## src/hw/tmb_regs.svh

```systemverilog
// Register indices, field positions, reset values and timing counts of timer B
`ifndef TMB_REGS_SVH
`define TMB_REGS_SVH
`define TMB_IDX_CONTROL_A 4'h0
`define TMB_IDX_CONTROL_B 4'h1
`define TMB_IDX_EVENT_CONTROL 4'h4
`define TMB_IDX_INT_ENABLE 4'h5
`define TMB_IDX_INT_FLAGS 4'h6
`define TMB_IDX_RUN_STATUS 4'h7
`define TMB_IDX_DEBUG_CONTROL 4'h8
`define TMB_IDX_WIDE_TEMP 4'h9
`define TMB_IDX_COUNTER 4'hA
`define TMB_IDX_COMPARE 4'hC
`define TMB_A_ENABLE 0
`define TMB_A_CLOCK_SOURCE_SELECT_HI 2
`define TMB_A_CLOCK_SOURCE_SELECT_LO 1
`define TMB_A_SYNC_RESTART 4
`define TMB_A_RUN_STANDBY 6
`define TMB_B_MODE_HI 2
`define TMB_B_GATE 4
`define TMB_B_INIT_LEVEL 5
`define TMB_B_OUTPUT_BIT_A 6
`define TMB_EV_INPUT_EN 0
`define TMB_EV_EDGE 4
`define TMB_EV_FILTER 6
`define TMB_FLAG_CAPTURE 0
`define TMB_DBG_RUN 0
`define TMB_MASK_CONTROL_A 8'h57
`define TMB_MASK_CONTROL_B 8'h77
`define TMB_MASK_EVENT 8'h51
`define TMB_MASK_ONE_BIT 8'h01
`define TMB_CLK_PERIPH 2'h0
`define TMB_CLK_PERIPH_DIV2 2'h1
`define TMB_CLK_TIMER_A 2'h2
`define TMB_CLK_RESERVED 2'h3
`define TMB_RST_BYTE 8'h00
`define TMB_RST_WORD 16'h0000
`define TMB_FILTER_LEN 4
`endif

```

## src/hw/tmb_pkg.sv

```systemverilog
// Types shared by the timer B design files
package tmb_pkg;
  typedef enum logic [2:0] {
    MODE_PERIODIC = 3'h0,
    MODE_TIMEOUT = 3'h1,
    MODE_CAPTURE = 3'h2,
    MODE_FREQ = 3'h3,
    MODE_PULSE = 3'h4,
    MODE_FREQ_PULSE = 3'h5,
    MODE_SINGLE = 3'h6,
    MODE_PWM8 = 3'h7
  } tmb_mode_t;
  typedef enum logic [3:0] {
    FPW_ARM = 4'h1,
    FPW_OPP = 4'h2,
    FPW_SECOND = 4'h4,
    FPW_DONE = 4'h8
  } tmb_fpw_t;
  typedef struct packed {
    logic wr;
    logic rd;
    logic [3:0] idx;
    logic [31:0] wdata;
  } tmb_bus_req_t;
  typedef struct packed {
    logic rise;
    logic fall;
  } tmb_edges_t;
endpackage

```

## src/hw/tmb_evt_filter.sv

```systemverilog
// Event input noise canceller and edge detector
`include "tmb_regs.svh"
module tmb_evt_filter
  import tmb_pkg::*;
(
  input wire logic clk,
  input wire logic reset_n,
  input wire logic event_in,
  input wire logic filter_en,
  output tmb_edges_t edges
);
  logic [`TMB_FILTER_LEN-1:0] hist_q;
  logic lvl_q;
  logic prev_q;
  wire stable = (&hist_q) | ~(|hist_q);
  wire lvl_d = filter_en ? (stable ? hist_q[`TMB_FILTER_LEN-1] : lvl_q) : event_in;

  always_ff @(posedge clk or negedge reset_n) begin
    if (!reset_n) begin
      hist_q <= '0;
      lvl_q <= 1'b0;
      prev_q <= 1'b0;
    end else begin
      hist_q <= {hist_q[`TMB_FILTER_LEN-2:0], event_in};
      lvl_q <= lvl_d;
      prev_q <= lvl_q;
    end
  end

  assign edges.rise = lvl_q & ~prev_q;
  assign edges.fall = ~lvl_q & prev_q;
endmodule

```

## src/hw/tmb_ahb_slave.sv

```systemverilog
// AHB-Lite slave front end: one word per register, one wait state on reads
module tmb_ahb_slave
  import tmb_pkg::*;
(
  input wire logic clk,
  input wire logic reset_n,
  input wire logic hsel,
  input wire logic [31:0] haddr,
  input wire logic [1:0] htrans,
  input wire logic hwrite,
  input wire logic [2:0] hsize,
  input wire logic [31:0] hwdata,
  input wire logic hready,
  output logic hreadyout,
  output logic hresp,
  output logic [31:0] hrdata,
  output tmb_bus_req_t req,
  input wire logic [31:0] rdata
);
  logic ph_valid_q;
  logic ph_write_q;
  logic ph_hit_q;
  logic [3:0] ph_idx_q;
  logic rd_wait_q;
  wire accept = hsel & htrans[1] & hready;
  wire word_hit = (haddr[31:6] == 26'h0000000) & (hsize == 3'h2);

  always_ff @(posedge clk or negedge reset_n) begin
    if (!reset_n) begin
      ph_valid_q <= 1'b0;
      ph_write_q <= 1'b0;
      ph_hit_q <= 1'b0;
      ph_idx_q <= 4'h0;
      rd_wait_q <= 1'b0;
      hrdata <= 32'h00000000;
    end else begin
      if (accept) begin
        ph_valid_q <= 1'b1;
        ph_write_q <= hwrite;
        ph_hit_q <= word_hit;
        ph_idx_q <= haddr[5:2];
      end else if (hready) begin
        ph_valid_q <= 1'b0;
      end
      rd_wait_q <= accept & ~hwrite;
      if (rd_wait_q) begin
        hrdata <= ph_hit_q ? rdata : 32'h00000000;
      end
    end
  end

  assign hreadyout = ~rd_wait_q;
  assign hresp = 1'b0;
  assign req.wr = ph_valid_q & ph_write_q & ph_hit_q;
  assign req.rd = rd_wait_q & ph_hit_q;
  assign req.idx = ph_idx_q;
  assign req.wdata = hwdata;
endmodule

```

## src/hw/tmb_timer.sv

```systemverilog
// Timer B top: registers, count clock, event actions, capture flag and output
//
// Function
// [RULE_01] One capture interrupt source, vector zero
// [RULE_02] Flag sets regardless of interrupt enable
// [RULE_03] Request while enable and flag both set
// [RULE_04] Power-down sleep halts all activity
// [RULE_05] Standby runs only with run-in-standby bit; the code also runs in standby when clock select is timer A
// [RULE_06] Sync restart follows timer A restart
// [RULE_07] Clock select picks count clock source
// [RULE_08] Timer operates only while enabled
// [RULE_09] Single-shot output high on start or event
// [RULE_10] Initial level bit sets idle output
// [RULE_11] Output gate forces output low
// [RULE_12] Mode field selects one of eight modes
// [RULE_13] Filter bit enables event noise canceller
// [RULE_14] Periodic and PWM ignore event edges
// [RULE_15] Time-out: one edge starts, other stops
// [RULE_16] Capture mode: selected edge captures, interrupts
// [RULE_17] Frequency: capture, clear, restart, interrupt
// [RULE_18] Pulse width: restart edge, capture edge
// [RULE_19] Freq plus width: restart, capture, stop
// [RULE_20] Single-shot start edges follow edge bit
// [RULE_21] Flag clears by write-one or capture read
// [RULE_22] Flag set also strobes event output
// [RULE_23] Events act only with input enable
// [RULE_24] Run status shows counter running
// [RULE_25] Reserved clock select gives no clock
`include "tmb_regs.svh"
module tmb_timer
  import tmb_pkg::*;
(
  input wire logic clk,
  input wire logic reset_n,
  input wire logic hsel,
  input wire logic [31:0] haddr,
  input wire logic [1:0] htrans,
  input wire logic hwrite,
  input wire logic [2:0] hsize,
  input wire logic [31:0] hwdata,
  input wire logic hready,
  output logic hreadyout,
  output logic hresp,
  output logic [31:0] hrdata,
  input wire logic event_in,
  input wire logic timer_a_clk_en,
  input wire logic timer_a_restart,
  input wire logic sleep_standby,
  input wire logic sleep_power_down,
  input wire logic debug_halt,
  output logic irq,
  output logic wave_out,
  output logic event_out
);
  tmb_bus_req_t req;
  tmb_edges_t edges;
  logic [31:0] rdata;

  logic [7:0] ctla_q;
  logic [7:0] ctlb_q;
  logic [7:0] evc_q;
  logic [7:0] ie_q;
  logic [7:0] dbg_q;
  logic [7:0] tmp_q;
  logic flag_q;
  logic [15:0] cnt_q;
  logic [15:0] compare_capture_value_q;
  logic run_q;
  logic div_q;
  logic raw_prev_q;
  logic ss_pend_q;
  logic ss_out_q;
  logic wave_q;
  logic evout_q;
  tmb_fpw_t fpw_q;

  logic [15:0] cnt_d;
  logic run_d;
  logic set_cap;
  logic cap_ld;
  tmb_fpw_t fpw_d;
  logic ss_out_d;

  function automatic logic wr_hit(input tmb_bus_req_t r, input logic [3:0] idx);
    wr_hit = r.wr & (r.idx == idx);
  endfunction

  function automatic logic rd_hit(input tmb_bus_req_t r, input logic [3:0] idx);
    rd_hit = r.rd & (r.idx == idx);
  endfunction

  tmb_ahb_slave u_bus (
    .clk(clk),
    .reset_n(reset_n),
    .hsel(hsel),
    .haddr(haddr),
    .htrans(htrans),
    .hwrite(hwrite),
    .hsize(hsize),
    .hwdata(hwdata),
    .hready(hready),
    .hreadyout(hreadyout),
    .hresp(hresp),
    .hrdata(hrdata),
    .req(req),
    .rdata(rdata)
  );

  // [RULE_13] Noise canceller switch
  tmb_evt_filter u_filter (
    .clk(clk),
    .reset_n(reset_n),
    .event_in(event_in),
    .filter_en(evc_q[`TMB_EV_FILTER]),
    .edges(edges)
  );

  // Field decode
  wire tmb_mode_t mode = tmb_mode_t'(ctlb_q[`TMB_B_MODE_HI:0]);
  wire [1:0] clock_source_select = ctla_q[`TMB_A_CLOCK_SOURCE_SELECT_HI:`TMB_A_CLOCK_SOURCE_SELECT_LO];
  wire enable = ctla_q[`TMB_A_ENABLE];
  wire edge_bit = evc_q[`TMB_EV_EDGE];
  wire output_bit_a_bit = ctlb_q[`TMB_B_OUTPUT_BIT_A];
  wire gate_bit = ctlb_q[`TMB_B_GATE];
  wire capture_mode = (mode == MODE_CAPTURE) | (mode == MODE_FREQ) | (mode == MODE_PULSE) |
                      (mode == MODE_FREQ_PULSE);

  // [RULE_04] [RULE_05] Sleep and debug halt gating
  wire standby_ok = ctla_q[`TMB_A_RUN_STANDBY] | (clock_source_select == `TMB_CLK_TIMER_A);
  wire awake = ~sleep_power_down & (~sleep_standby | standby_ok) &
               (~debug_halt | dbg_q[`TMB_DBG_RUN]);
  // [RULE_08] Enable gates count ticks, event inputs and the divide-by-two clock
  wire live = enable & awake;

  // [RULE_07] [RULE_25] Count clock source
  wire src_tick = (clock_source_select == `TMB_CLK_PERIPH) ? 1'b1 :
                  (clock_source_select == `TMB_CLK_PERIPH_DIV2) ? div_q :
                  (clock_source_select == `TMB_CLK_TIMER_A) ? timer_a_clk_en : 1'b0;
  wire tick = live & src_tick;

  // [RULE_23] Event input enable
  wire ev_ok = live & evc_q[`TMB_EV_INPUT_EN];
  wire ev_rise = ev_ok & edges.rise;
  wire ev_fall = ev_ok & edges.fall;
  wire ev_sel = edge_bit ? ev_fall : ev_rise;
  wire ev_opp = edge_bit ? ev_rise : ev_fall;

  // [RULE_20] Single-shot start edges
  wire ss_trig = ev_rise | (edge_bit & ev_fall);
  wire ss_mode = (mode == MODE_SINGLE);
  wire ss_go = ss_mode & ~run_q & ~ss_pend_q & ss_trig;
  wire raw_rise = event_in & ~raw_prev_q;
  wire raw_fall = ~event_in & raw_prev_q;
  // [RULE_09] Asynchronous single-shot output set
  wire ss_output_bit_a_set = ss_mode & output_bit_a_bit & gate_bit & ev_ok & ~run_q & ~ss_pend_q &
                      (raw_rise | (edge_bit & raw_fall));

  wire top_hit = (cnt_q == compare_capture_value_q);
  wire pwm_top = (cnt_q[7:0] == compare_capture_value_q[7:0]);
  wire [15:0] cnt_inc = cnt_q + 16'h0001;

  // [RULE_21] Flag clear sources
  wire clr_cap = (wr_hit(req, `TMB_IDX_INT_FLAGS) & req.wdata[`TMB_FLAG_CAPTURE]) |
                 (rd_hit(req, `TMB_IDX_COMPARE) & capture_mode);

  // [RULE_12] Per-mode event and count actions
  always_comb begin
    cnt_d = cnt_q;
    run_d = run_q;
    fpw_d = fpw_q;
    set_cap = 1'b0;
    cap_ld = 1'b0;
    case (mode)
      // [RULE_14] Periodic counts, edges unused
      MODE_PERIODIC: begin
        run_d = live;
        if (tick) begin
          if (top_hit) begin
            cnt_d = 16'h0000;
            set_cap = 1'b1;
          end else begin
            cnt_d = cnt_inc;
          end
        end
      end
      // [RULE_15] Start and stop edges
      MODE_TIMEOUT: begin
        if (ev_sel) begin
          run_d = 1'b1;
        end else if (ev_opp) begin
          run_d = 1'b0;
        end
        if (tick & run_q) begin
          if (top_hit) begin
            cnt_d = 16'h0000;
            set_cap = 1'b1;
          end else begin
            cnt_d = cnt_inc;
          end
        end
      end
      // [RULE_16] Capture on selected edge
      MODE_CAPTURE: begin
        run_d = live;
        if (tick) begin
          cnt_d = cnt_inc;
        end
        if (ev_sel) begin
          cap_ld = 1'b1;
          set_cap = 1'b1;
        end
      end
      // [RULE_17] Capture and restart
      MODE_FREQ: begin
        run_d = live;
        if (tick) begin
          cnt_d = cnt_inc;
        end
        if (ev_sel) begin
          cap_ld = 1'b1;
          set_cap = 1'b1;
          cnt_d = 16'h0000;
        end
      end
      // [RULE_18] Restart edge then capture edge
      MODE_PULSE: begin
        run_d = live;
        if (tick) begin
          cnt_d = cnt_inc;
        end
        if (ev_sel) begin
          cnt_d = 16'h0000;
        end
        if (ev_opp) begin
          cap_ld = 1'b1;
          set_cap = 1'b1;
        end
      end
      // [RULE_19] Three-edge sequence
      MODE_FREQ_PULSE: begin
        case (fpw_q)
          FPW_ARM: begin
            if (ev_sel) begin
              cnt_d = 16'h0000;
              fpw_d = FPW_OPP;
            end
          end
          FPW_OPP: begin
            if (tick) begin
              cnt_d = cnt_inc;
            end
            if (ev_opp) begin
              cap_ld = 1'b1;
              fpw_d = FPW_SECOND;
            end
          end
          FPW_SECOND: begin
            if (tick) begin
              cnt_d = cnt_inc;
            end
            if (ev_sel) begin
              set_cap = 1'b1;
              fpw_d = FPW_DONE;
            end
          end
          FPW_DONE: begin
            if (clr_cap) begin
              fpw_d = FPW_ARM;
            end
          end
          default: begin
            fpw_d = FPW_ARM;
          end
        endcase
        run_d = live & ((fpw_d == FPW_OPP) | (fpw_d == FPW_SECOND));
      end
      // [RULE_09] Single-shot start after event
      MODE_SINGLE: begin
        if (~run_q & ss_pend_q) begin
          cnt_d = 16'h0000;
          run_d = 1'b1;
        end else if (run_q & tick) begin
          if (top_hit) begin
            run_d = 1'b0;
            set_cap = 1'b1;
          end else begin
            cnt_d = cnt_inc;
          end
        end
      end
      // [RULE_14] PWM counts, edges unused
      MODE_PWM8: begin
        run_d = live;
        if (tick) begin
          if (pwm_top) begin
            cnt_d = 16'h0000;
            set_cap = 1'b1;
          end else begin
            cnt_d = cnt_inc;
          end
        end
      end
      default: begin
        run_d = 1'b0;
      end
    endcase
    if (mode != MODE_FREQ_PULSE) begin
      fpw_d = FPW_ARM;
    end
    // [RULE_08] Stopped while disabled
    if (!enable) begin
      run_d = 1'b0;
    end
    // [RULE_06] Follow timer A restart
    if (ctla_q[`TMB_A_SYNC_RESTART] & timer_a_restart & live) begin
      cnt_d = 16'h0000;
    end
    if (wr_hit(req, `TMB_IDX_COUNTER)) begin
      cnt_d = req.wdata[15:0];
    end
  end

  // Single-shot output level
  always_comb begin
    ss_out_d = ss_out_q;
    if (output_bit_a_bit & ss_go) begin
      ss_out_d = 1'b1;
    end
    if (~run_q & ss_pend_q) begin
      ss_out_d = 1'b1;
    end
    if (run_q & tick & top_hit) begin
      ss_out_d = 1'b0;
    end
    if (!enable | !ss_mode) begin
      ss_out_d = 1'b0;
    end
  end

  // PWM high for the first compare-high counts of each period
  wire pwm_level = (compare_capture_value_q[7:0] != 8'h00) & (cnt_q < {8'h00, compare_capture_value_q[15:8]});
  // [RULE_10] Idle level outside single-shot and PWM
  wire out_val = ss_mode ? ss_out_q :
                 (mode == MODE_PWM8) ? (enable & pwm_level) : ctlb_q[`TMB_B_INIT_LEVEL];

  always_ff @(posedge clk or negedge reset_n) begin
    if (!reset_n) begin
      cnt_q <= `TMB_RST_WORD;
      run_q <= 1'b0;
      fpw_q <= FPW_ARM;
      ss_pend_q <= 1'b0;
      ss_out_q <= 1'b0;
      raw_prev_q <= 1'b0;
      div_q <= 1'b0;
    end else begin
      cnt_q <= cnt_d;
      run_q <= run_d;
      fpw_q <= fpw_d;
      ss_pend_q <= ss_go;
      ss_out_q <= ss_out_d;
      raw_prev_q <= event_in;
      div_q <= live & ~div_q;
    end
  end

  // [RULE_02] [RULE_21] Flag: set wins over clear
  wire flag_d = set_cap | (flag_q & ~clr_cap);

  always_ff @(posedge clk or negedge reset_n) begin
    if (!reset_n) begin
      flag_q <= 1'b0;
      evout_q <= 1'b0;
      wave_q <= 1'b0;
    end else begin
      flag_q <= flag_d;
      // [RULE_22] One-cycle event strobe
      evout_q <= set_cap;
      // [RULE_11] Output gate
      wave_q <= gate_bit & out_val;
    end
  end

  // Control register writes
  always_ff @(posedge clk or negedge reset_n) begin
    if (!reset_n) begin
      ctla_q <= `TMB_RST_BYTE;
      ctlb_q <= `TMB_RST_BYTE;
      evc_q <= `TMB_RST_BYTE;
      ie_q <= `TMB_RST_BYTE;
      dbg_q <= `TMB_RST_BYTE;
      tmp_q <= `TMB_RST_BYTE;
    end else begin
      if (wr_hit(req, `TMB_IDX_CONTROL_A)) begin
        ctla_q <= req.wdata[7:0] & `TMB_MASK_CONTROL_A;
      end
      if (wr_hit(req, `TMB_IDX_CONTROL_B)) begin
        ctlb_q <= req.wdata[7:0] & `TMB_MASK_CONTROL_B;
      end
      if (wr_hit(req, `TMB_IDX_EVENT_CONTROL)) begin
        evc_q <= req.wdata[7:0] & `TMB_MASK_EVENT;
      end
      if (wr_hit(req, `TMB_IDX_INT_ENABLE)) begin
        ie_q <= req.wdata[7:0] & `TMB_MASK_ONE_BIT;
      end
      if (wr_hit(req, `TMB_IDX_DEBUG_CONTROL)) begin
        dbg_q <= req.wdata[7:0] & `TMB_MASK_ONE_BIT;
      end
      if (wr_hit(req, `TMB_IDX_WIDE_TEMP)) begin
        tmp_q <= req.wdata[7:0];
      end
    end
  end

  // Compare write has priority over a capture load
  always_ff @(posedge clk or negedge reset_n) begin
    if (!reset_n) begin
      compare_capture_value_q <= `TMB_RST_WORD;
    end else if (wr_hit(req, `TMB_IDX_COMPARE)) begin
      compare_capture_value_q <= req.wdata[15:0];
    end else if (cap_ld) begin
      compare_capture_value_q <= cnt_q;
    end
  end

  // Read mux, unmapped words read zero
  always_comb begin
    case (req.idx)
      `TMB_IDX_CONTROL_A: rdata = {24'h000000, ctla_q};
      `TMB_IDX_CONTROL_B: rdata = {24'h000000, ctlb_q};
      `TMB_IDX_EVENT_CONTROL: rdata = {24'h000000, evc_q};
      `TMB_IDX_INT_ENABLE: rdata = {24'h000000, ie_q};
      `TMB_IDX_INT_FLAGS: rdata = {31'h00000000, flag_q};
      // [RULE_24] Run status
      `TMB_IDX_RUN_STATUS: rdata = {31'h00000000, run_q};
      `TMB_IDX_DEBUG_CONTROL: rdata = {24'h000000, dbg_q};
      `TMB_IDX_WIDE_TEMP: rdata = {24'h000000, tmp_q};
      `TMB_IDX_COUNTER: rdata = {16'h0000, cnt_q};
      `TMB_IDX_COMPARE: rdata = {16'h0000, compare_capture_value_q};
      default: rdata = 32'h00000000;
    endcase
  end

  // [RULE_01] [RULE_03] Capture interrupt request
  assign irq = flag_q & ie_q[`TMB_FLAG_CAPTURE];
  assign event_out = evout_q;
  assign wave_out = wave_q | ss_output_bit_a_set;
endmodule

```

## config.mk

```make
export PLATFORM = sky130hd
export DESIGN_NAME = tmb_timer
export DESIGN_NICKNAME = d
export VERILOG_FILES = /design/src/hw/tmb_pkg.sv /design/src/hw/tmb_evt_filter.sv /design/src/hw/tmb_ahb_slave.sv /design/src/hw/tmb_timer.sv
export VERILOG_INCLUDE_DIRS = /design/src /design/src/hw
export SDC_FILE = /design/constraint.sdc
export NUM_CORES = 1
export LEC_CHECK = 0
export ABC_AREA = 1
export BUFFER_PORTS_ARGS = -buffer_cell sky130_fd_sc_hd__buf_4
export CELL_PAD_IN_SITES_DETAIL_PLACEMENT = 1
export CELL_PAD_IN_SITES_GLOBAL_PLACEMENT = 1
export CORE_ASPECT_RATIO = 1.75
export CORE_MARGIN = 2
export CORE_UTILIZATION = 45
export DETAILED_ROUTE_END_ITERATION = 6
export PLACE_DENSITY_LB_ADDON = 0.1
export SYNTH_ARGS = -nofsm -noshare
export SYNTH_HDL_FRONTEND = slang
export SYNTH_HIERARCHICAL = 1
export SYNTH_SLANG_ARGS = --single-unit
```

## constraint.sdc

```tcl
create_clock -name clk -period 4.6 [get_ports clk]
set_input_delay 0.23 -clock clk [delete_from_list [all_inputs] [get_ports clk]]
set_output_delay 0.23 -clock clk [all_outputs]
set_load 0.005 [all_outputs]
```

==> results of run 1 <==
final timing paths:
path,start,to,cells after the start
max,cnt_q[0],cnt_q[14],12
min,haddr[2],u_bus/ph_idx_q[0],3
max reg2reg,cnt_q[0],cnt_q[14],12
min reg2reg,div_q,div_q,1
max in group asynchronous,reset_n,event_out,3
min in group asynchronous,reset_n,u_bus/hrdata[20],2
critical path: cells and delay by family (launching register included):
family | cells | cell delay [ps]
compound gates | 1 | 420
fa+ha+maj | 1 | 280
buf+inv | 1 | 250
flops | 1 | 670
simple gates | 9 | 1010
repair_timing:
item | in CTS | in global routing
endpoints found under the setup margin | 0 | 0
endpoints found under the hold margin | 38 | 0
hold buffers | 3 | 0
state kept, by name (all words and copies together) (netlist names), 3 cells and up:
register / count
cnt_q: 16
compare_capture_value_q: 16
ctla_q: 5
ctlb_q: 6
evc_q: 3
fpw_q: 4
tmp_q: 8
u_bus/hrdata: 32
u_bus/ph_idx_q: 4
u_filter/hist_q: 4
routing by layer:
| layer | track usage | share of wire | vias up |
|---|---|---|---|
| met4 | 0.168 | 0.056 | 0 |
| met2 | 0.558 | 0.55 | 189 |
| met1 | 0.314 | 0.36 | 3488 |
| met3 | 0.0379 | 0.028 | 74 |
| li1 | - | - | 3420 |
| met5 | 0 | 0 | - |
layout by cell type, fill, tap and decap left out, drive strengths merged, types with 5 or more instances in the layout:
cell type,count
mux2,8
nand3b,8
nand3,98
buf,100
o22ai,11
conb,17
clkinv,9
clkbuf,18
o2111ai,5
nor2,79
o21ai,58
nor3,11
inv,108
a21oi,17
ha,10
xnor2,7
dfrtp,113
xor2,16
nand2,330
nand4,12
a22o,32
power groups by stage:
stage	Sequential [mW]	Combinational, mW	Clock, mW
after floorplan	1.07	0.217	0
after global placement	1.11	0.311	0
after detailed placement	1.11	0.319	0
after CTS	1.09	0.328	1.46
after global routing	1.10	0.365	1.50
final	1.10	0.326	1.45
area by class of cell:
| type | instances | area share |
|---|---|---|
| inverter | 110 | 0.0479 |
| multi-input combinational | 741 | 0.435 |
| tap | 189 | 0.0271 |
| timing repair buffer | 103 | 0.0895 |
| clock inverter | 14 | 0.0234 |
| clock buffer | 18 | 0.0504 |
| sequential | 114 | 0.327 |
per-stage QoR:
| stage | power [mW] | util | setup slack, ps |
|---|---|---|---|
| 2_1_floorplan | 1.29 | - | 2810 |
| 3_3_place_gp | 1.42 | 0.505 | 2020 |
| 3_5_place_dp | 1.43 | 0.505 | 1980 |
| 4_1_cts | 2.88 | 0.547 | 1940 |
| 5_1_grt | 2.97 | 0.547 | 1690 |
| 6_report | 2.87 | 0.547 | 1890 |
==> impl_metrics.csv, run 1 <==
group,metric,value,unit
clock_network,path_clk_slew,70,ps
synthesis,avgSynthCellArea,7.32,sq um
setup_path,path_class,"register to register",
floorplanning,core,16000,sq um
placed_design,portBuffers,96,
pwr,p_comb_frac,0.114,
pwr,peakVddDrop,0.000216,V
setup_path,crit_arrival,3080,ps
floorplanning,fp.dieArea,17500,sq um
pwr,p_int,2.08,mW
floorplanning,ios,117,
grt,grt_usage,0.300,
timing,fin_crit,2710,ps
layout,nets,1177,
setup_path,reg2reg_slack,1890,ps
layout,layout-drive-gt1-share,0.164,
timing,fin_worst_skew,14.6,ps
drt,viasPerCell,5.56,
clock_network,cts_root_buf,"clkbuf_16",
timing,drv_slew,0,
min_path,min_path_type,"input pin to register",
timing,slew_headroom,0.514,
layout,regArea,2850,sq um
pwr,pwr-share-clk,0.505,
timing,setup_viol,0,
placed_design,dp_hpwl,18.7,mm
pwr,net-switching-power,0.790,mW
pwr,leakagePower,4.66,nW
setup_path,endpoint_kind,"register",
run_status,status,"complete, no violations",
synthesis,netlist_area,7370,sq um
placed_design,dp.cells,1254,
drt,first_pass_iters,4,
pwr,power.density,329,nW/um^2
floorplanning,initial_core_util,0.462,
placed_design,place_congestion,0.906,
grt,grt_overflow,0,
timing,hold_viol_final,0,
timing,rsz0062_at_grt,"no",
timing,min_period_over_period,0.589,
clock_network,cts_resized,0,
setup_path,max_stage_delay,670,ps
timing,fin_hold_ws,9.79,ps
setup_path,cpMostUsedCell,"nand2_1",
layout,multi_input_area,3790,sq um
layout,n_fill_cell,2041,
synthesis,yosys_warnings,6,
drt,ant_nets,0,
layout,synthToLayoutAreaGrowth,18.3,%
placed_design,placed_cell_area,8050,sq um
drt,drtIter0Drc,270,
clock_network,htreeDepth,4,
clock_network,post_cts_buffers,0,
floorplanning,rows,61,
timing,tightest_slew,727,ps
synthesis,synth_cells,1008,
clock_network,cts_tree,"done",
grt,antenna_found_initial,0,
timing,fin_tns_setup,0,ps
pwr,switching_share,0.275,
clock_network,clockBufferDepth,2,
clock_network,clk_latency,430,ps
setup_path,worst-path-max-fanout,11,
setup_path,start_kind,"register",
grt,grt_max_degree,54,
layout,antenna_cells,0,
drt,drc,0,
timing,clock.fmax,369,MHz
setup_path,slowest_stage,"dfrtp_1",
layout,final_cell_area,8720,sq um
floorplanning,die_w,101,um
pwr,seq_power_share,0.381,
clock_network,cts_buffers,17,
drt,vias,7171,
setup_path,worstPathCellList,"ha_1 > nand3_1 > inv_1 > nand3_1 > o21ai_0 > nand2_1 > nand3b_1 > nand2_1 > nand2_1 > nand2_1 > nand2_1 > nand2_1",
layout,final_cells,1289,
grt,grt_pass1_vias,7591,
floorplanning,die_h,173,um
run,timing.max_cap.violations,0,
clock_network,cts.sinks,114,
drt,routed_wl,25.4,mm
setup_path,cp.required,4970,ps
grt,grt_pass1_wl,40.3,mm
drt,post_drt_wl_per_cell,19.7,um
Note: power is estimated with default switching activity, not from simulation.
==> run 2: changes to the inputs <==
--- a/config.mk
+++ b/config.mk
@@ -6,13 +6,13 @@
 export SDC_FILE = /design/constraint.sdc
 export NUM_CORES = 1
 export LEC_CHECK = 0
-export ABC_AREA = 1
+export ABC_AREA = 0
 export BUFFER_PORTS_ARGS = -buffer_cell sky130_fd_sc_hd__buf_4
 export CELL_PAD_IN_SITES_DETAIL_PLACEMENT = 1
 export CELL_PAD_IN_SITES_GLOBAL_PLACEMENT = 1
 export CORE_ASPECT_RATIO = 1.75
 export CORE_MARGIN = 2
-export CORE_UTILIZATION = 45
+export CORE_UTILIZATION = 43
 export DETAILED_ROUTE_END_ITERATION = 6
 export PLACE_DENSITY_LB_ADDON = 0.1
 export SYNTH_ARGS = -nofsm -noshare
==> constraint.sdc (replaced) <==
create_clock -name clk -period 2.7 [get_ports clk]
set_input_delay 0.135 -clock clk [delete_from_list [all_inputs] [get_ports clk]]
set_output_delay 0.135 -clock clk [all_outputs]
set_load 0.005 [all_outputs]
==> impl_metrics.csv, run 2 <==
group,metric,value,unit
timing,fin_worst_skew,11.9,ps
floorplanning,rows,60,
layout,final_cell_mix,"buf_4 (142), dfrtp_1 (112), o21ai_0 (84)",
placed_design,dp_hpwl,17.2,mm
setup_path,crit_arrival,2470,ps
placed_design,portBuffers,96,
setup_path,reg2reg_from,"ctla_q[1]",
timing,fin_ws,94.8,ps
layout,largest_reg_flops,32,
layout,final_cell_area,8490,sq um
timing,drv_slew,0,
timing,min_period_over_period,0.965,
layout,top_register,"u_bus/hrdata",
grt,grt_pass1_wl,36.9,mm
placed_design,place_ws,-30.2,ps
pwr,p_comb_frac,0.182,
timing,slew_headroom,0.470,
placed_design,placed_cell_area,7760,sq um
min_path,min_path_type,"input pin to register",
floorplanning,ios,117,
drt,viasPerCell,5.92,
layout,largestRegisters,"u_bus/hrdata: 32 flops, cnt_q: 16 flops, compare_capture_value_q: 16 flops",
pwr,p_int,3.49,mW
drt,routed_wl,23.6,mm
grt,antenna_found_initial,0,
pwr,power.density,588,nW/um^2
drt,vias,6284,
setup_path,start_kind,"register",
drt,ant_nets,0,
timing,hold_viol_final,0,
floorplanning,die_h,169,um
grt,grt_max_degree,64,
timing,fin_hold_ws,13.3,ps
drt,post_drt_wl_per_cell,22.2,um
timing,setup_viol,0,
synthesis,yosys_warnings,6,
timing,fin_crit,2610,ps
pwr,peakVddDrop,0.000419,V
placed_design,place_congestion,0.892,
setup_path,worst-path-max-fanout,10,
grt,grt_pass1_vias,6733,
floorplanning,core,15300,sq um
pwr,net-switching-power,1.51,mW
clock_network,cts_buffers,17,
timing,clock.fmax,384,MHz
setup_path,startpoint,"ctlb_q[1]",
timing,rsz0062_at_grt,"no",
synthesis,netlist_area,6690,sq um
layout,antenna_cells,0,
setup_path,endpoint_kind,"output port",
timing,tightest_slew,790,ps
setup_path,path_class,"register to output port",
clock_network,path_clk_slew,60,ps
run_status,status,"complete, no violations",
drt,first_pass_iters,6,
layout,layout-drive-gt1-share,0.265,
clock_network,clk_latency,420,ps
synthesis,avgSynthCellArea,9.14,sq um
clock_network,clockBufferDepth,2,
pwr,leakagePower,3.88,nW
layout,synthToLayoutAreaGrowth,27.0,%
clock_network,cts_tree,"done",
layout,nets,953,
drt,drtIter0Drc,294,
min_path,min_from,"hwdata[5]",
clock_network,htreeDepth,4,
clock_network,cts.sinks,114,
placed_design,dp.cells,1014,
drt,drc,0,
layout,layout_commonest_cell,"buf_4",
pwr,switching_share,0.303,
layout,final_cells,1062,
run,timing.max_cap.violations,0,
floorplanning,die_w,98.3,um
clock_network,cts_root_buf,"clkbuf_16",
floorplanning,initial_core_util,0.437,
synthesis,synth_cells,732,
setup_path,cp.required,2570,ps
grt,grt_overflow,0,
grt,grt_usage,0.285,
pwr,seq_power_share,0.394,
pwr,pwr-share-clk,0.424,
floorplanning,fp.dieArea,16600,sq um
==> run 2: worst paths after layout <==
kind	to	slack (ps)	depth (start not counted)
worst max-delay path	wave_out	90	7
worst min-delay path	ctlb_q[5]	10	2
worst max register to register	compare_capture_value_q[2]	140	7
worst min register to register	u_filter/hist_q[2]	410	0
max in group asynchronous	compare_capture_value_q[9]	1540	3
min in group asynchronous	fpw_q[1]	290	2
==> run 2: worst max-delay path, stage by stage (launching register included) <==
cell and delay (ps):
dfrtp_1 580, inv_1 160, or3_1 410, buf_4 170, nor3_1 230, and3_1 220
a41o_1 190, buf_4 110
==> run 2: layout make-up <==
class                   instances  area [sq um]
clock buffers                  18           429
clock inverters                14           115
fillers                      1798          6820
inverters                      53           199
multi-input cells             519          3430
flip-flops and latches        114          2860
well taps                     186           233
repair buffers                158          1240
==> run 2: power by group through the flow <==
stage	logic, mW	registers [mW]	clock network [mW]
2_1_floorplan	0.502	1.95	0
3_3_place_gp	0.832	1.99	0
3_5_place_dp	0.860	2.00	0
4_1_cts	0.897	1.97	2.15
5_1_grt	0.989	1.98	2.21
6_report	0.910	1.97	2.12
==> run 2: stage by stage <==
step           TNS, ps  utilization  total power [mW]
3_5_place_dp     -32.6        0.507              2.86
4_1_cts              0        0.553              5.02
6_report             0        0.555              5.00
3_3_place_gp         0        0.507              2.82
2_1_floorplan        0            -              2.45
5_1_grt              0        0.555              5.18
==> run 2: repair_timing <==
action,4_1_cts,5_1_grt
gates cloned,0,1
hold buffers,15,0
endpoints found under the setup margin,17,11
resized for setup,2,4
pin swaps,0,4
hold endpoints to repair,65,0
buffers inserted,0,0
==> run 2: layer usage <==
layer	up-vias	wire length, um	GRT usage
li1	2857	-	-
met1	3159	8270	0.295
met2	189	13300	0.539
met3	79	761	0.0384
met4	0	1300	0.159
met5	-	0	0
==> run 3: changes to the inputs <==
--- a/config.mk
+++ b/config.mk
@@ -13,8 +13,9 @@
 export CORE_ASPECT_RATIO = 1.75
 export CORE_MARGIN = 2
 export CORE_UTILIZATION = 43
+export CTS_CLUSTER_DIAMETER = 200
 export DETAILED_ROUTE_END_ITERATION = 6
-export PLACE_DENSITY_LB_ADDON = 0.1
+export PLACE_DENSITY_LB_ADDON = 0.3
 export SYNTH_ARGS = -nofsm -noshare
 export SYNTH_HDL_FRONTEND = slang
 export SYNTH_HIERARCHICAL = 1
==> impl_metrics.csv, run 3 (same netlist as run 2, synthesis figures left out) <==
group,metric,value,unit
layout,largestRegisters,"u_bus/hrdata: 32 flops, cnt_q: 16 flops, compare_capture_value_q: 16 flops",
timing,slew_headroom,0.472,
min_path,min_path_type,"input pin to register",
drt,highest_layer,"met4",
setup_path,start_kind,"register",
floorplanning,core,15300,sq um
setup_path,worst-path-max-fanout,17,
pwr,leakagePower,3.95,nW
timing,fin_crit,2610,ps
drt,wl_met3,942,um
pwr,peakVddDrop,0.000466,V
drt,vias,6402,
clock_network,cts_buffers,17,
grt,grt_pass1_wl,37.2,mm
clock_network,path_clk_slew,60,ps
drt,routed_wl,24.3,mm
layout,top_register,"u_bus/hrdata",
grt,antenna_found_initial,0,
drt,met1_length,8.33,mm
placed_design,place_ws,-159,ps
grt,grt_max_degree,78,
floorplanning,fp.dieArea,16600,sq um
placed_design,place_congestion,0.902,
layout,layout-drive-gt1-share,0.276,
timing,drv_slew,0,
placed_design,portBuffers,96,
grt,grt_pass1_vias,7008,
layout,nets,958,
setup_path,cp.required,2990,ps
setup_path,path_class,"register to register",
timing,hold_viol_final,0,
drt,viasPerCell,6.00,
layout,layout_commonest_cell,"buf_4",
drt,drtIter0Drc,360,
timing,clock.fmax,383,MHz
setup_path,crit_arrival,2900,ps
layout,final_cell_mix,"buf_4 (148), dfrtp_1 (113), o21ai_0 (85)",
layout,largest_reg_flops,32,
floorplanning,die_h,169,um
pwr,power.density,599,nW/um^2
layout,antenna_cells,0,
clock_network,cts.sinks,114,
run,timing.max_cap.violations,0,
timing,setup_viol,0,
grt,grt_overflow,0,
timing,fin_worst_skew,8.86,ps
clock_network,clk_latency,410,ps
placed_design,dp_hpwl,17.1,mm
layout,synthToLayoutAreaGrowth,29.0,%
clock_network,htreeDepth,4,
drt,first_pass_iters,6,
floorplanning,die_w,98.3,um
timing,fin_tns_setup,0,ps
timing,tightest_slew,787,ps
run_status,status,"complete, no violations",
timing,fin_ws,87.7,ps
drt,ant_nets,0,
drt,post_drt_wl_per_cell,22.8,um
clock_network,clockBufferDepth,2,
floorplanning,initial_core_util,0.437,
clock_network,cts_root_buf,"clkbuf_16",
floorplanning,rows,60,
floorplanning,ios,117,
drt,drc,0,
setup_path,endpoint_kind,"register",
timing,min_period_over_period,0.968,
grt,grt_usage,0.290,
clock_network,cts_tree,"done",
drt,met2_length,13.3,mm
pwr,finalPower,5.17,mW
==> run 3: per-layer routing <==
metal / GRT usage / vias up
met5: 0 / -
met2: 0.543 / 243
met3: 0.0454 / 101
met4: 0.195 / 0
li1: - / 2864
met1: 0.288 / 3194
==> run 3: cell type report <==
cell class | count | area (sq um)
well taps | 186 | 233
clock inverters | 14 | 154
flip-flops and latches | 114 | 2850
fillers | 1796 | 6680
inverters | 53 | 199
clock buffers | 18 | 439
multi-input cells | 519 | 3470
repair buffers | 163 | 1280
==> run 3: metrics by stage <==
step	instance area, sq um	std cells	util	hold slack, ps
after global placement	7810	1019	0.510	153
after floorplan	6750	747	-	-161
final	8630	1067	0.564	10.9
after global routing	8630	1067	0.564	10.2
after detailed placement	7810	1019	0.510	167
after CTS	8570	1064	0.560	2.26
==> run 3: critical path: stages (launching register included) <==
cell and delay (ps):
dfrtp_1 380, nand2b_4 150, a2111oi_4 410, buf_12 200, a41oi_2 190, or2_4 300, a21o_1 240, a41oi_2 230
a311oi_2 90, a221o_1 310
==> run 3: report_power, final <==
| part | internal, mW | switching [mW] | total (mW) |
|---|---|---|---|
| Sequential | 1.83 | 0.132 | 1.96 |
| Combinational | 0.425 | 0.536 | 0.961 |
| Clock | 1.39 | 0.858 | 2.25 |
==> run 3: final timing paths <==
| kind | start | to | slack, ps | cells past startpoint |
|---|---|---|---|---|
| max | ctla_q[1] | cnt_q[12] | 90 | 9 |
| max reg2reg | ctla_q[1] | cnt_q[12] | 90 | 9 |
| min in group asynchronous | reset_n | fpw_q[3] | 260 | 2 |
| min | hwdata[12] | cnt_q[12] | 10 | 2 |
| min reg2reg | u_filter/hist_q[1] | u_filter/hist_q[2] | 410 | 0 |
| max in group asynchronous | reset_n | evc_q[0] | 1640 | 3 |
==> run 3: repair_timing <==
action	in CTS	in global routing
pin swaps	0	3
hold buffers	13	0
buffers inserted	0	2
setup endpoints to repair	24	25
endpoints found under the hold margin	52	0
gates cloned	0	1
resized for setup	6	6
